===== config.mk =====
export PLATFORM = sky130hd
export DESIGN_NAME = cpm_top
export DESIGN_NICKNAME = d
export VERILOG_FILES = /design/src/design/cpm_placeholder_unused.sv /design/src/design/cpm_pkg.sv /design/src/design/cpm_dec_if.sv /design/src/design/cpm_decode.sv /design/src/design/cpm_top.sv
export SDC_FILE = /design/constraint.sdc
export NUM_CORES = 1
export LEC_CHECK = 0
export ABC_AREA = 0
export BUFFER_PORTS_ARGS = -buffer_cell sky130_fd_sc_hd__buf_4
export CORE_MARGIN = 2
export CORE_UTILIZATION = 39
export DETAILED_ROUTE_END_ITERATION = 8
export PLACE_DENSITY = 0.76
export SLEW_MARGIN = 20
export SYNTH_ARGS = -nofsm -noshare
export SYNTH_HDL_FRONTEND = slang
export SYNTH_SLANG_ARGS = --single-unit

===== constraint.sdc =====
create_clock -name i_clock -period 2.3 [get_ports i_clock]
set_input_delay 0.46 -clock i_clock [delete_from_list [all_inputs] [get_ports i_clock]]
set_output_delay 0.46 -clock i_clock [all_outputs]
set_load 0.01 [all_outputs]

===== src/design/cpm_placeholder_unused.sv =====
`timescale 1ns/1ps
`default_nettype none
`default_nettype wire


===== src/design/cpm_pkg.sv =====
package cpm_pkg;

  typedef enum logic [1:0] {
    CPM_PRIV_THREAD  = 2'b00,
    CPM_USER_THREAD  = 2'b01,
    CPM_PRIV_HANDLER = 2'b10
  } cpm_state_e;

  localparam int          CPM_CTRL_W      = 2;
  localparam int          CPM_CTRL_LEVEL  = 0;
  localparam int          CPM_CTRL_ALTSTK = 1;
  localparam logic [1:0]  CPM_CTRL_RESET  = 2'h0;
  localparam logic [31:0] CPM_SP_RESET    = 32'h0000_0000;
  localparam int          CPM_NEST_W      = 8;
  localparam logic [7:0]  CPM_NEST_MAX    = 8'hff;
  localparam logic [7:0]  CPM_NEST_ONE    = 8'h01;
  localparam logic [7:0]  CPM_NEST_ZERO   = 8'h00;

  // Opcode patterns for the privileged-only instructions and for the 32-bit encoding prefix.
  localparam logic [15:0] CPM_CPS_MASK    = 16'hffe8;
  localparam logic [15:0] CPM_CPS_MATCH   = 16'hb660;
  localparam logic [15:0] CPM_MSR_MASK    = 16'hffe0;
  localparam logic [15:0] CPM_MSR_MATCH   = 16'hf380;
  localparam logic [15:0] CPM_MRS_MATCH   = 16'hf3ef;
  localparam logic [2:0]  CPM_WIDE_PREFIX = 3'h7;
  localparam logic [1:0]  CPM_WIDE_NOT    = 2'h0;

  // Start of the system space that holds configuration and debug components.
  localparam logic [31:0] CPM_SYS_BASE    = 32'he000_0000;

endpackage


===== src/design/cpm_dec_if.sv =====
`timescale 1ns/1ps
`default_nettype none
interface cpm_dec_if;
  logic [31:0] instr;
  logic        isa_legacy;
  logic [31:0] acc_addr;
  logic        is32;
  logic        is_priv;
  logic        restricted;
  logic        legacy;

  modport decoder (
    input  instr,
    input  isa_legacy,
    input  acc_addr,
    output is32,
    output is_priv,
    output restricted,
    output legacy
  );

  modport core (
    output instr,
    output isa_legacy,
    output acc_addr,
    input  is32,
    input  is_priv,
    input  restricted,
    input  legacy
  );
endinterface
`default_nettype wire


===== src/design/cpm_decode.sv =====
`timescale 1ns/1ps
`default_nettype none
module cpm_decode (
  cpm_dec_if.decoder dec
);
  import cpm_pkg::*;

  logic [15:0] hw0;
  logic [15:0] hw1;

  assign hw0 = dec.instr[15:0];
  assign hw1 = dec.instr[31:16];

  // A first halfword with top bits 111 and a nonzero next pair opens a 32-bit encoding.
  assign dec.is32 = (hw0[15:13] == CPM_WIDE_PREFIX) && (hw0[12:11] != CPM_WIDE_NOT);

  // Legacy full-width code has no decoder here, so it is reported instead of executed.
  assign dec.legacy = dec.isa_legacy;

  always_comb begin
    dec.is_priv = 1'b0;
    if (!dec.is32) begin
      dec.is_priv = ((hw0 & CPM_CPS_MASK) == CPM_CPS_MATCH);
    end else begin
      // System register moves always carry a set top bit in their second halfword.
      dec.is_priv = (((hw0 & CPM_MSR_MASK) == CPM_MSR_MATCH) || (hw0 == CPM_MRS_MATCH)) &&
                    hw1[15];
    end
    dec.is_priv = dec.is_priv && !dec.isa_legacy;
  end

  assign dec.restricted = (dec.acc_addr >= CPM_SYS_BASE);
endmodule // cpm_decode
`default_nettype wire


===== src/design/cpm_top.sv =====
`timescale 1ns/1ps
`default_nettype none
module cpm_top (
  input  wire logic                        i_clock,
  input  wire logic                        i_resetn,
  input  wire logic                        i_exc_entry,
  input  wire logic                        i_exc_return,
  input  wire logic                        i_instr_valid,
  input  wire logic [31:0]                 i_instr,
  input  wire logic                        i_isa_legacy,
  input  wire logic                        i_acc_valid,
  input  wire logic [31:0]                 i_acc_addr,
  input  wire logic                        i_ctrl_wr,
  input  wire logic [cpm_pkg::CPM_CTRL_W-1:0] i_ctrl_wdata,
  input  wire logic                        i_sp_wr,
  input  wire logic [31:0]                 i_sp_wdata,
  input  wire logic                        i_spreg_wr,
  input  wire logic                        i_spreg_sel_psp,
  input  wire logic [31:0]                 i_spreg_wdata,
  output logic [1:0]                       o_state,
  output logic                             o_handler_mode,
  output logic                             o_user_level,
  output logic [cpm_pkg::CPM_CTRL_W-1:0]   o_ctrl,
  output logic                             o_sp_sel_psp,
  output logic [31:0]                      o_active_sp,
  output logic [31:0]                      o_main_stack_pointer,
  output logic [31:0]                      o_process_stack_pointer,
  output logic                             o_instr_is32,
  output logic                             o_fault,
  output logic                             o_undef
);
  import cpm_pkg::*;

  cpm_dec_if dec ();

  cpm_decode u_decode (
    .dec (dec.decoder)
  );

  assign dec.instr      = i_instr;
  assign dec.isa_legacy = i_isa_legacy;
  assign dec.acc_addr   = i_acc_addr;

  // Stack pointers are word aligned, so the two low bits never store.
  function automatic logic [31:0] sp_align(input logic [31:0] value);
    sp_align = {value[31:2], 2'b00};
  endfunction

  cpm_state_e        state;
  cpm_state_e        next_state;
  logic [7:0]        nest;
  logic [7:0]        next_nest;
  logic              ctrl_user;
  logic              next_ctrl_user;
  logic              thread_alt;
  logic              next_thread_alt;
  logic [31:0]       main_stack_pointer;
  logic [31:0]       next_msp;
  logic [31:0]       process_stack_pointer;
  logic [31:0]       next_psp;
  logic              fault;
  logic              next_fault;
  logic              undef;
  logic              next_undef;
  logic              is32;
  logic              next_is32;
  logic              user_now;
  logic              handler_now;
  logic              use_psp;
  logic              offend;

  assign user_now    = (state == CPM_USER_THREAD);
  assign handler_now = (state == CPM_PRIV_HANDLER);
  assign use_psp     = user_now && thread_alt;

  // Only a user-level request can offend; privileged requests always pass.
  assign offend = user_now && ((i_instr_valid && !i_isa_legacy && dec.is_priv) ||
                               (i_acc_valid && dec.restricted) ||
                               i_ctrl_wr || i_spreg_wr);

  always_comb begin
    next_nest       = nest;
    next_ctrl_user  = ctrl_user;
    next_thread_alt = thread_alt;
    next_msp        = main_stack_pointer;
    next_psp        = process_stack_pointer;
    next_fault      = offend;
    next_undef      = i_instr_valid && dec.legacy;
    next_is32       = is32;
    if (i_instr_valid) begin
      next_is32 = dec.is32 && !dec.legacy;
    end
    // Entry wins over a return in the same cycle; the depth saturates, never wraps.
    if (i_exc_entry) begin
      if (nest != CPM_NEST_MAX) begin
        next_nest = nest + CPM_NEST_ONE;
      end
    end else if (i_exc_return && (nest != CPM_NEST_ZERO)) begin
      next_nest = nest - CPM_NEST_ONE;
    end
    if (i_ctrl_wr && !user_now) begin
      next_ctrl_user = i_ctrl_wdata[CPM_CTRL_LEVEL];
      if (!handler_now) begin
        next_thread_alt = i_ctrl_wdata[CPM_CTRL_ALTSTK];
      end
    end
    if (i_sp_wr) begin
      if (use_psp) begin
        next_psp = sp_align(i_sp_wdata);
      end else begin
        next_msp = sp_align(i_sp_wdata);
      end
    end else if (i_spreg_wr && !user_now) begin
      if (i_spreg_sel_psp) begin
        next_psp = sp_align(i_spreg_wdata);
      end else begin
        next_msp = sp_align(i_spreg_wdata);
      end
    end
    if (next_nest != CPM_NEST_ZERO) begin
      next_state = CPM_PRIV_HANDLER;
    end else if (next_ctrl_user) begin
      next_state = CPM_USER_THREAD;
    end else begin
      next_state = CPM_PRIV_THREAD;
    end
  end

  always_ff @(posedge i_clock or negedge i_resetn) begin
    if (!i_resetn) begin
      state      <= CPM_PRIV_THREAD;
      nest       <= CPM_NEST_ZERO;
      ctrl_user  <= CPM_CTRL_RESET[CPM_CTRL_LEVEL];
      thread_alt <= CPM_CTRL_RESET[CPM_CTRL_ALTSTK];
      main_stack_pointer        <= CPM_SP_RESET;
      process_stack_pointer        <= CPM_SP_RESET;
      fault      <= 1'b0;
      undef      <= 1'b0;
      is32       <= 1'b0;
    end else begin
      state      <= next_state;
      nest       <= next_nest;
      ctrl_user  <= next_ctrl_user;
      thread_alt <= next_thread_alt;
      main_stack_pointer        <= next_msp;
      process_stack_pointer        <= next_psp;
      fault      <= next_fault;
      undef      <= next_undef;
      is32       <= next_is32;
    end
  end

  assign o_state                 = state;
  assign o_handler_mode          = handler_now;
  assign o_user_level            = user_now;
  // The stored alternate-stack choice survives exceptions but reads 0 in handler mode.
  assign o_ctrl                  = {thread_alt && !handler_now, ctrl_user};
  assign o_sp_sel_psp            = use_psp;
  assign o_active_sp             = use_psp ? process_stack_pointer : main_stack_pointer;
  assign o_main_stack_pointer    = main_stack_pointer;
  assign o_process_stack_pointer = process_stack_pointer;
  assign o_instr_is32            = is32;
  assign o_fault                 = fault;
  assign o_undef                 = undef;

  // Handler mode must follow the exception depth, which also rules out a user handler.
  a_no_user_handler: assert property (@(posedge i_clock) disable iff (!i_resetn)
    (o_state != 2'h3) && !(o_handler_mode && o_user_level) &&
    (o_handler_mode == (nest != CPM_NEST_ZERO)))
    else $error("illegal level and mode combination");

  a_user_priv_fault: assert property (@(posedge i_clock) disable iff (!i_resetn)
    (user_now && i_acc_valid && dec.restricted) |=> o_fault)
    else $error("restricted user access did not fault");

  a_user_ctrl_kept: assert property (@(posedge i_clock) disable iff (!i_resetn)
    (user_now && i_ctrl_wr && !i_exc_entry) |=> (o_fault && $stable(o_ctrl)))
    else $error("user write changed mode control");

  a_priv_no_fault: assert property (@(posedge i_clock) disable iff (!i_resetn)
    !user_now |=> !o_fault)
    else $error("privileged request faulted");

  a_entry_handler: assert property (@(posedge i_clock) disable iff (!i_resetn)
    i_exc_entry |=> (o_handler_mode && !o_user_level))
    else $error("exception entry did not reach privileged handler");

  a_last_return_thread: assert property (@(posedge i_clock) disable iff (!i_resetn)
    (i_exc_return && !i_exc_entry && (nest == CPM_NEST_ONE)) |=> !o_handler_mode)
    else $error("last exception return stayed in handler mode");

  a_sp_bank_apart: assert property (@(posedge i_clock) disable iff (!i_resetn)
    (i_sp_wr && o_sp_sel_psp) |=> $stable(o_main_stack_pointer))
    else $error("process stack write disturbed main stack pointer");

  a_legacy_undef: assert property (@(posedge i_clock) disable iff (!i_resetn)
    (i_instr_valid && i_isa_legacy) |=> (o_undef && !o_instr_is32))
    else $error("legacy instruction was decoded");

  a_legacy_no_fault: assert property (@(posedge i_clock) disable iff (!i_resetn)
    (i_instr_valid && i_isa_legacy && !i_acc_valid && !i_ctrl_wr && !i_spreg_wr) |=> !o_fault)
    else $error("legacy instruction raised an access fault");

  a_ctrl_level_wr: assert property (@(posedge i_clock) disable iff (!i_resetn)
    (i_ctrl_wr && !user_now) |=> (o_ctrl[0] == $past(i_ctrl_wdata[0])))
    else $error("privileged write of level bit lost");

  a_alt_zero_hdl: assert property (@(posedge i_clock) disable iff (!i_resetn)
    o_handler_mode |-> !o_ctrl[1])
    else $error("alternate stack bit set in handler mode");

  a_psp_user_only: assert property (@(posedge i_clock) disable iff (!i_resetn)
    o_sp_sel_psp |-> (!o_handler_mode && o_ctrl[0] && (o_active_sp == process_stack_pointer)))
    else $error("process stack used outside user thread");

  c_user_fault: cover property (@(posedge i_clock) disable iff (!i_resetn) o_user_level ##1 o_fault);
  c_nested_exc: cover property (@(posedge i_clock) disable iff (!i_resetn) nest == 8'h02);
  c_psp_in_use: cover property (@(posedge i_clock) disable iff (!i_resetn) o_sp_sel_psp && i_sp_wr);
  c_legacy_undef: cover property (@(posedge i_clock) disable iff (!i_resetn) o_undef);
  c_back_thread: cover property (@(posedge i_clock) disable iff (!i_resetn) $fell(o_handler_mode));
endmodule // cpm_top
`default_nettype wire


==> results of run 1 <==
==> stage by stage <==
stage          std cells  setup WS [ns]  hold WS, ns  area [um2]
6_report             728        0.03880      0.08033        6040
5_1_grt              728      -0.006586       0.1002        6040
4_1_cts              726        0.01565      0.08584        5959
3_5_place_dp         709       -0.03077       0.4543        5672
3_3_place_gp         709        0.02735       0.4502        5672
2_1_floorplan        393        0.09331       0.1644        4034
==> cell usage after synthesis, types with 4 or more instances <==
| library cell | instances | area share, % |
|---|---|---|
| a21oi_1 | 5 | 0.62 |
| and2_1 | 5 | 0.78 |
| buf_2 | 4 | 0.50 |
| buf_4 | 9 | 1.7 |
| clkbuf_1 | 14 | 1.3 |
| dfrtp_1 | 75 | 47 |
| inv_1 | 29 | 2.7 |
| mux2_2 | 42 | 12 |
| mux2i_1 | 41 | 10 |
| nand2_1 | 45 | 4.2 |
| nand3_1 | 6 | 0.75 |
| nand4_1 | 6 | 0.93 |
| nor2_1 | 6 | 0.56 |
| o21ai_0 | 46 | 5.7 |
==> worst max-delay path: cells and delay by family (launching register included) <==
| family | cells | cell delay (ns) |
|---|---|---|
| AOI/OAI and AO/OA | 2 | 0.40 |
| buffers and inverters | 1 | 0.16 |
| DFF | 1 | 0.39 |
| and+or+nand+nor | 3 | 1.19 |
==> power by group <==
part | total [uW] | internal [uW] | switching [uW]
combinational | 1630 | 860 | 769
sequential | 1820 | 1570 | 250
clock | 1220 | 748 | 469
total | 4660 | 3170 | 1490
==> per-layer routing <==
metal  global-route usage [%]  wire length, um
met4                    5.429              114
met1                    23.13             4335
met2                    34.70             5849
met5                        0                0
met3                    3.834              760
==> state kept, by name (all words and copies together), names as in the netlist <==
register / cells
ctrl_user: 1
nest: 8
o_fault: 1
o_instr_is32: 1
o_main_stack_pointer: 30
o_process_stack_pointer: 30
o_state: 2
o_undef: 1
thread_alt: 1
==> worst max path at each step <==
stage	to	from	depth (start not counted)
3_5_place_dp	o_state[0]$_DFF_PN0_	i_exc_entry	6
3_3_place_gp	o_state[0]$_DFF_PN0_	i_exc_entry	6
6_report	o_state[0]$_DFF_PN0_	nest[0]$_DFF_PN0_	6
2_1_floorplan	o_active_sp[22]	o_state[1]$_DFF_PN0_	6
4_1_cts	o_state[0]$_DFF_PN0_	nest[0]$_DFF_PN0_	6
5_1_grt	o_state[1]$_DFF_PN0_	nest[1]$_DFF_PN0_	8
==> cells by family after synthesis <==
group | after synthesis | share of synthesized area (%)
xor+xnor | 1 | 0.2182
buf+inv | 58 | 6.575
flops | 75 | 46.74
compound gates | 72 | 11.03
simple gates | 95 | 12.40
other cells | 1 | 0.09340
mux | 83 | 22.00
fa+ha+maj | 3 | 0.9350
==> cell type report <==
class / instances / area (um2)
multi-input cells: 260 / 1989
clock inverters: 4 / 98.84
inverters: 29 / 108.9
fillers: 889 / 4099
repair buffers: 213 / 1653
clock buffers: 11 / 141.4
flip-flops and latches: 75 / 1878
well taps: 136 / 170.2
==> timing repair <==
item                       CTS  global route
setup buffers                2             1
pin swaps                    1             3
setup endpoints to repair   31            32
gates cloned                 0             1
gates resized for setup      7            12
hold endpoints to repair     0             0
==> impl_metrics.csv, run 1 <==
group,metric,value,unit
sta,max_freq,0.4422,GHz
setup_path,r2r_slack,0.04,ns
routing,ant_nets,0,
sta,drv_slew,0,
setup_path,startpoint_type,"register",
floorplan,core,0.01014,mm2
floorplan,die_area,0.01112,mm2
setup_path,crit_arrival,2.47,ns
setup_path,rr_endpoint,"o_state[0]$_DFF_PN0_",
synthesis,ys_async_sr_fraction,100.0,%
cts,clkSinkCount,75,
floorplan,dieWidth,105.5,um
routing,routedWlPerCell,15.19,um
cells_and_area,n_antenna_cell,0,
cells_and_area,final_util,59.57,%
cts,cts_made_buffers,9,
placement,io_buffers,192,
cts,clk_pin_slew,0.08,ns
global_routing,gr-total-overflow,0,
pwr,power_density,771.8,mW/mm2
cts,cts-root-buf,"clkbuf_8",
placement,gp_congestion,0.9348,
floorplan,rows,37,
cts,h-tree-depth,3,
pwr,power.total,4662,uW
setup_path,worstPathCellList,"buf_4 > or4b_4 > or4b_4 > a311oi_4 > a21oi_4 > nor4bb_2",
sta,skew,0.008801,ns
synthesis,ys_seq_elements,75,
synthesis,syn-cell-area,0.004015,mm2
sta,fin_crit,2.261,ns
flow_run,drv_cap,0,
sta,hold_viol,0,
cts,holdBufCountCts,0,
setup_path,path_max_fanout,7,
sta,setup-violations-final,0,
synthesis,synthFlopType,"dfrtp_1",
pwr,ir_drop,435.6,uV
sta,layout_worst_path_cycle_share,98.31,%
setup_path,worstSetupEndpointType,"register",
cts,clk_latency,0.33,ns
floorplan,die_h,105.5,um
synthesis,synth_cell_types,51,
routing,drcViolationCount,0,
setup_path,timing.rr.start,"nest[0]$_DFF_PN0_",
global_routing,grt_pass1_vias,3735,
sta,max_slew_margin,54.82,%
setup_path,slowest_delay,0.52,ns
global_routing,grt_antenna_before_repair,0,
cts,cts_tree,"done",
setup_path,crit_type,"register to register",
routing,drt_iter0_drc,151,
synthesis,seq_area_frac_synth,46.74,%
synthesis,yosys_warnings,0,
outcome,status,"finished clean",
cells_and_area,final_common_cell,"buf_4",
cells_and_area,layout_common_cells,"buf_4, dfrtp_1, o21ai_0, nand2_1, mux2_2",
routing,detail_route.wirelength,11060,um
routing,drt_first_pass_iters,4,
global_routing,grt_start_max_net_pins,45,
routing,vias_per_cell,5.085,
placement,hpwl,8335,um
setup_path,critPathSlowestCell,"or4b_4",
setup_path,critPathRequiredTime,2.51,ns
global_routing,track_usage,19.23,%
floorplan,io_pins,247,
global_routing,grt_pass1_wl,17500,um
setup_path,crit_top_cell,"or4b_4",
sta,worstMarginPinSlew,0.6760,ns
cells_and_area,layout.nets,732,
min_path,hold_path.class,"input port to asynchronous set/reset pin",
setup_path,rr_worst_depth,6,
synthesis,synth_cells,388,
pwr,p_leak,0.003084,uW
routing,vias,3702,
sta,tns,0,ns
cts,cts_buffer_depth,2,
floorplan,initial_core_util,39.60,%
synthesis,synth-edff-count,0,
cells_and_area,drive_above_1_share,48.48,%
synthesis,avgSynthCellArea,10.35,um2
cells_and_area,area_delta_synth_final,50.42,%
No activity file was read; power rests on OpenSTA's default activity.
==> run 2, diff against run 1 <==
--- a/config.mk
+++ b/config.mk
@@ -7,10 +7,9 @@
 export LEC_CHECK = 0
 export ABC_AREA = 0
 export BUFFER_PORTS_ARGS = -buffer_cell sky130_fd_sc_hd__buf_4
-export CORE_MARGIN = 2
 export CORE_UTILIZATION = 39
 export DETAILED_ROUTE_END_ITERATION = 8
-export PLACE_DENSITY = 0.76
+export PLACE_DENSITY = 0.81
 export SLEW_MARGIN = 20
 export SYNTH_ARGS = -nofsm -noshare
 export SYNTH_HDL_FRONTEND = slang
==> run 2 against run 1 <==
  * Design area down 0.68%
  * Utilization grew 1.2 points
  * Worst setup slack improved by 0.0058 ns
  * Register-to-register slack hardly changed
  * Combinational power about the same
  * Non-clock buffer count grew 1
  * Hold slack worse by 0.021 ns
  * Wire length increased by 1.1%
  * Via count fell by 1.6%
  * Flip-flop and latch count unchanged
  * Cell count shrank 0.14%
==> impl_metrics.csv, run 2 (synthesized netlist as in run 1, its figures left out) <==
group,metric,value,unit
outcome,status,"finished clean",
floorplan,rows,36,
global_routing,grt_pass1_wl,16840,um
placement,io_buffers,192,
cells_and_area,num-fill-cells,830,
setup_path,path_max_fanout,7,
routing,vias,3642,
floorplan,io_pins,247,
routing,drt_first_pass_iters,4,
global_routing,use_met2,37.70,%
setup_path,crit_top_cell,"or4b_4",
cells_and_area,layout_common_cells,"buf_4, dfrtp_1, o21ai_0, nand2_1, mux2_2",
cells_and_area,multi_input_area,0.001974,mm2
flow_run,drv_cap,0,
placement,gp_congestion,0.8848,
setup_path,crit_type,"register to register",
floorplan,die_area,0.01071,mm2
cts,cts_tree,"done",
sta,max_slew_margin,58.47,%
routing,drt_iter0_drc,67,
min_path,hold_path.class,"input port to asynchronous set/reset pin",
setup_path,critPathRequiredTime,2.52,ns
setup_path,slowest_delay,0.51,ns
routing,vias_per_cell,5.010,
floorplan,initial_core_util,40.70,%
global_routing,grt_most_used_layer,"met2",
sta,skew,0.009975,ns
sta,hold_viol,0,
cts,clkSinkCount,75,
sta,worstMarginPinSlew,0.6214,ns
routing,ant_nets,0,
cells_and_area,drive_above_1_share,48.48,%
cells_and_area,ff_latch_area,0.001878,mm2
cts,cts_buffer_depth,2,
cts,h-tree-depth,3,
global_routing,grt_use_met1,23.52,%
sta,fin_crit,2.255,ns
routing,drcViolationCount,0,
pwr,p_leak,0.003081,uW
global_routing,grt_antenna_before_repair,0,
sta,hold_ws,0.05970,ns
sta,layout_worst_path_cycle_share,98.06,%
setup_path,worstSetupEndpointType,"register",
routing,detail_route.wirelength,11180,um
cts,clk_latency,0.35,ns
global_routing,use_met3,5.511,%
setup_path,startpoint_type,"register",
cts,holdBufCountCts,0,
sta,drv_slew,0,
setup_path,crit_arrival,2.47,ns
placement,hpwl,8498,um
cts,cts_made_buffers,9,
floorplan,core,0.009864,mm2
global_routing,gr-total-overflow,0,
routing,routedWlPerCell,15.37,um
setup_path,worstPathCellList,"buf_6 > or4b_4 > or4b_4 > a311oi_4 > a21oi_2 > nor4bb_2",
pwr,power_density,738.9,mW/mm2
sta,tns,0,ns
global_routing,track_usage,20.90,%
floorplan,die_h,103.5,um
cts,clk_pin_slew,0.08,ns
global_routing,grt_start_max_net_pins,40,
cells_and_area,n_antenna_cell,0,
cells_and_area,layout.nets,733,
floorplan,dieWidth,103.5,um
sta,setup-violations-final,0,
pwr,ir_drop,458.4,uV
cells_and_area,area_delta_synth_final,49.39,%
sta,max_freq,0.4434,GHz
global_routing,grt_pass1_vias,3507,
cts,cts-root-buf,"clkbuf_8",
cells_and_area,final_common_cell,"buf_4",
setup_path,critPathSlowestCell,"or4b_4",
-- run 2: report_power, final --
part	switching, uW	total, uW	internal [uW]
registers	230	1800	1570
logic	781	1640	860
clock network	492	995	503
total	1500	4430	2930
-- run 2: layout make-up --
type                    instances  area share [%]
multi-input cells             260           32.92
flip-flops and latches         75           31.31
repair buffers                214           27.93
well taps                     133           2.774
clock buffers                  10           2.128
inverters                      29           1.856
clock inverters                 6           1.085
-- run 2: critical path: cells and delay by family, from the launching register on --
family / cells / cell delay, ns
flops: 1 / 0.41
compound gates: 2 / 0.39
simple gates: 3 / 1.18
buf+inv: 1 / 0.14
-- run 2: through the flow --
| stage | worst slack (ns) | cells | utilization [%] | area, um2 | total power [uW] |
|---|---|---|---|---|---|
| floorplan | 0.09331 | 393 | - | 4034 | 2589 |
| finish | 0.04464 | 727 | 60.81 | 5998 | 4432 |
| CTS | 0.01017 | 726 | 60.27 | 5946 | 4417 |
| global placement | 0.002000 | 708 | 57.74 | 5695 | 3342 |
| detailed placement | -0.01235 | 708 | 57.74 | 5695 | 3402 |
| global route | -0.01249 | 727 | 60.81 | 5998 | 4708 |
-- run 2: final timing paths --
path / slack (ns) / to / depth (start not counted) / start
setup / recovery: 0.04 / o_state[0]$_DFF_PN0_ / 6 / nest[0]$_DFF_PN0_
setup reg to reg: 0.04 / o_state[0]$_DFF_PN0_ / 6 / nest[0]$_DFF_PN0_
hold reg to reg: 0.52 / o_main_stack_pointer[16]$_DFFE_PN0P_ / 2 / o_main_stack_pointer[16]$_DFFE_PN0P_
hold / removal: 0.06 / o_main_stack_pointer[6]$_DFFE_PN0P_ / 1 / i_resetn
max in group asynchronous: 1.65 / nest[4]$_DFF_PN0_ / 2 / i_resetn
min in group i_clock: 0.31 / o_instr_is32$_DFFE_PN0P_ / 2 / i_instr_valid
-- run 2: timing repair --
item                                    4_1_cts  5_1_grt
hold endpoints to repair                      0        0
resized for setup                             8       12
pin swaps                                     1        4
cloned                                        1        0
endpoints found under the setup margin       15       13
setup buffers                                 1        1
-- run 2: layer usage --
metal / share of wire [%] / routed length [um]
met1: 38 / 4283
met3: 6.6 / 743
met5: 0 / 0
met4: 1.4 / 152
met2: 54 / 5997
==> run 3, diff against run 2 <==
--- a/config.mk
+++ b/config.mk
@@ -7,7 +7,9 @@
 export LEC_CHECK = 0
 export ABC_AREA = 0
 export BUFFER_PORTS_ARGS = -buffer_cell sky130_fd_sc_hd__buf_4
-export CORE_UTILIZATION = 39
+export CELL_PAD_IN_SITES_DETAIL_PLACEMENT = 1
+export CELL_PAD_IN_SITES_GLOBAL_PLACEMENT = 1
+export CORE_UTILIZATION = 28
 export DETAILED_ROUTE_END_ITERATION = 8
 export PLACE_DENSITY = 0.81
 export SLEW_MARGIN = 20
==> run 3 against run 2 <==
  * Flip-flop and latch count unchanged
  * Global-route usage decreased by 2.7 points
  * Clock skew decreased by 0.0040 ns
  * Total power increased by 19%
  * Register-to-register slack about the same
  * Utilization decreased by 16 points
  * Via count increased by 4.0%
  * Worst setup slack improved by 0.012 ns
  * Sequential power increased by 2%
  * Design area increased by 3.1%
  * Clock power increased by 75%
==> impl_metrics.csv, run 3 (synthesized netlist as in run 1, its figures left out) <==
group,metric,value,unit
outcome,status,"finished clean",
placement,hpwl,9973,um
cells_and_area,drive_above_1_share,48.40,%
global_routing,grt_antenna_before_repair,0,
sta,max_freq,0.4458,GHz
global_routing,grt_pass1_vias,3992,
sta,layout_worst_path_cycle_share,97.54,%
setup_path,crit_type,"register to register",
cts,cts_tree,"done",
setup_path,path_max_fanout,7,
sta,max_slew_margin,53.51,%
routing,ant_nets,0,
global_routing,track_usage,18.24,%
global_routing,grt_start_max_net_pins,42,
flow_run,drv_cap,0,
cells_and_area,layout.nets,732,
placement,io_buffers,192,
floorplan,initial_core_util,28.81,%
sta,hold_viol,0,
floorplan,die_area,0.01482,mm2
floorplan,die_h,121.8,um
global_routing,grt_pass1_wl,20650,um
pwr,p_leak,0.003145,uW
cts,holdBufCountCts,0,
setup_path,cp_top_family,"simple AND/OR/NAND/NOR gates",
cts,cts-root-buf,"clkbuf_16",
routing,vias,3787,
cts,cts_made_buffers,9,
cts,clkSinkCount,75,
setup_path,rr_endpoint,"o_state[0]$_DFF_PN0_",
cts,clk_pin_slew,0.06,ns
sta,setup-violations-final,0,
setup_path,critPathRequiredTime,2.51,ns
cells_and_area,final_common_cell,"buf_4",
routing,vias_per_cell,4.899,
cells_and_area,area_delta_synth_final,54.04,%
cells_and_area,n_antenna_cell,0,
min_path,hold_path.class,"input port to asynchronous set/reset pin",
cts,h-tree-depth,3,
setup_path,crit_arrival,2.45,ns
routing,drcViolationCount,0,
setup_path,slowest_delay,0.50,ns
setup_path,worstPathCellList,"buf_6 > or4b_4 > or4b_1 > a311oi_2 > a21oi_2 > nor4bb_2",
setup_path,worstSetupEndpointType,"register",
sta,skew,0.005964,ns
routing,routedWlPerCell,17.24,um
floorplan,core,0.01393,mm2
sta,fin_crit,2.243,ns
global_routing,grt_use_met1,19.85,%
setup_path,critPathSlowestCell,"or4b_4",
routing,detail_route.wirelength,13320,um
setup_path,rr_worst_depth,6,
floorplan,rows,43,
sta,drv_slew,0,
floorplan,dieWidth,121.8,um
cells_and_area,final_util,44.38,%
global_routing,use_met2,34.46,%
cts,clk_latency,0.34,ns
global_routing,gr-total-overflow,0,
sta,rsz0062_at_grt,"true",
placement,gp_congestion,0.8437,
sta,tns,0,ns
pwr,power_density,849.7,mW/mm2
sta,hold_ws,0.08187,ns
setup_path,r2r_slack,0.06,ns
pwr,ir_drop,400.3,uV
routing,drt_first_pass_iters,4,
floorplan,io_pins,247,
setup_path,cp_num_buf_inv,1,
setup_path,timing.rr.start,"nest[0]$_DFF_PN0_",
routing,drt_iter0_drc,138,
setup_path,startpoint_type,"register",
global_routing,use_met3,3.792,%
cts,cts_buffer_depth,2,
sta,worstMarginPinSlew,0.6957,ns
cells_and_area,layout_common_cells,"buf_4, dfrtp_1, o21ai_0, nand2_1, mux2_2",
global_routing,grt_most_used_layer,"met2",
run 3: what timing repair did:
| action | CTS | global route |
|---|---|---|
| resized for setup | 12 | 6 |
| setup buffers | 0 | 3 |
| endpoints found under the setup margin | 27 | 1 |
| gates cloned | 0 | 0 |
| pin swaps | 1 | 5 |
run 3: power by group:
group | total, uW | internal, uW | leakage (uW) | switching (uW)
Sequential | 1840 | 1570 | 0.000883 | 267
Clock | 1740 | 1170 | 0.000177 | 569
Combinational | 1680 | 877 | 0.00209 | 800
run 3: cell type report:
class,instances,area (um2)
Fill cell,1579,7750
Clock buffer,10,229.0
Multi-Input combinational cell,260,1973
Timing Repair Buffer,213,1632
Clock inverter,6,137.6
Inverter,29,111.4
Sequential cell,75,1877
Tap cell,180,225.2
run 3: how the worst max path moves through the flow:
stage / startpoint / endpoint / cells after the start
floorplan: o_state[1]$_DFF_PN0_ / o_active_sp[22] / 6
global placement: i_exc_entry / o_state[0]$_DFF_PN0_ / 6
detailed placement: i_exc_entry / o_state[0]$_DFF_PN0_ / 6
CTS: nest[0]$_DFF_PN0_ / o_state[0]$_DFF_PN0_ / 6
global route: nest[1]$_DFF_PN0_ / o_state[0]$_DFF_PN0_ / 7
finish: nest[0]$_DFF_PN0_ / o_state[0]$_DFF_PN0_ / 6
run 3: layer usage:
metal	routed length [um]	up-vias
met4	230	0
met5	0	-
met1	5103	1888
met2	7354	125
met3	634	17
li1	-	1757
run 3: per-stage QoR:
step,setup slack (ns),instance area (um2),instances,power (uW)
2_1_floorplan,0.09331,4034,393,2589
3_3_place_gp,0.001345,5734,754,3320
3_5_place_dp,-0.05355,5734,754,3418
4_1_cts,0.005842,6128,770,5214
5_1_grt,-0.01128,6185,773,5516
6_report,0.05668,6185,773,5255
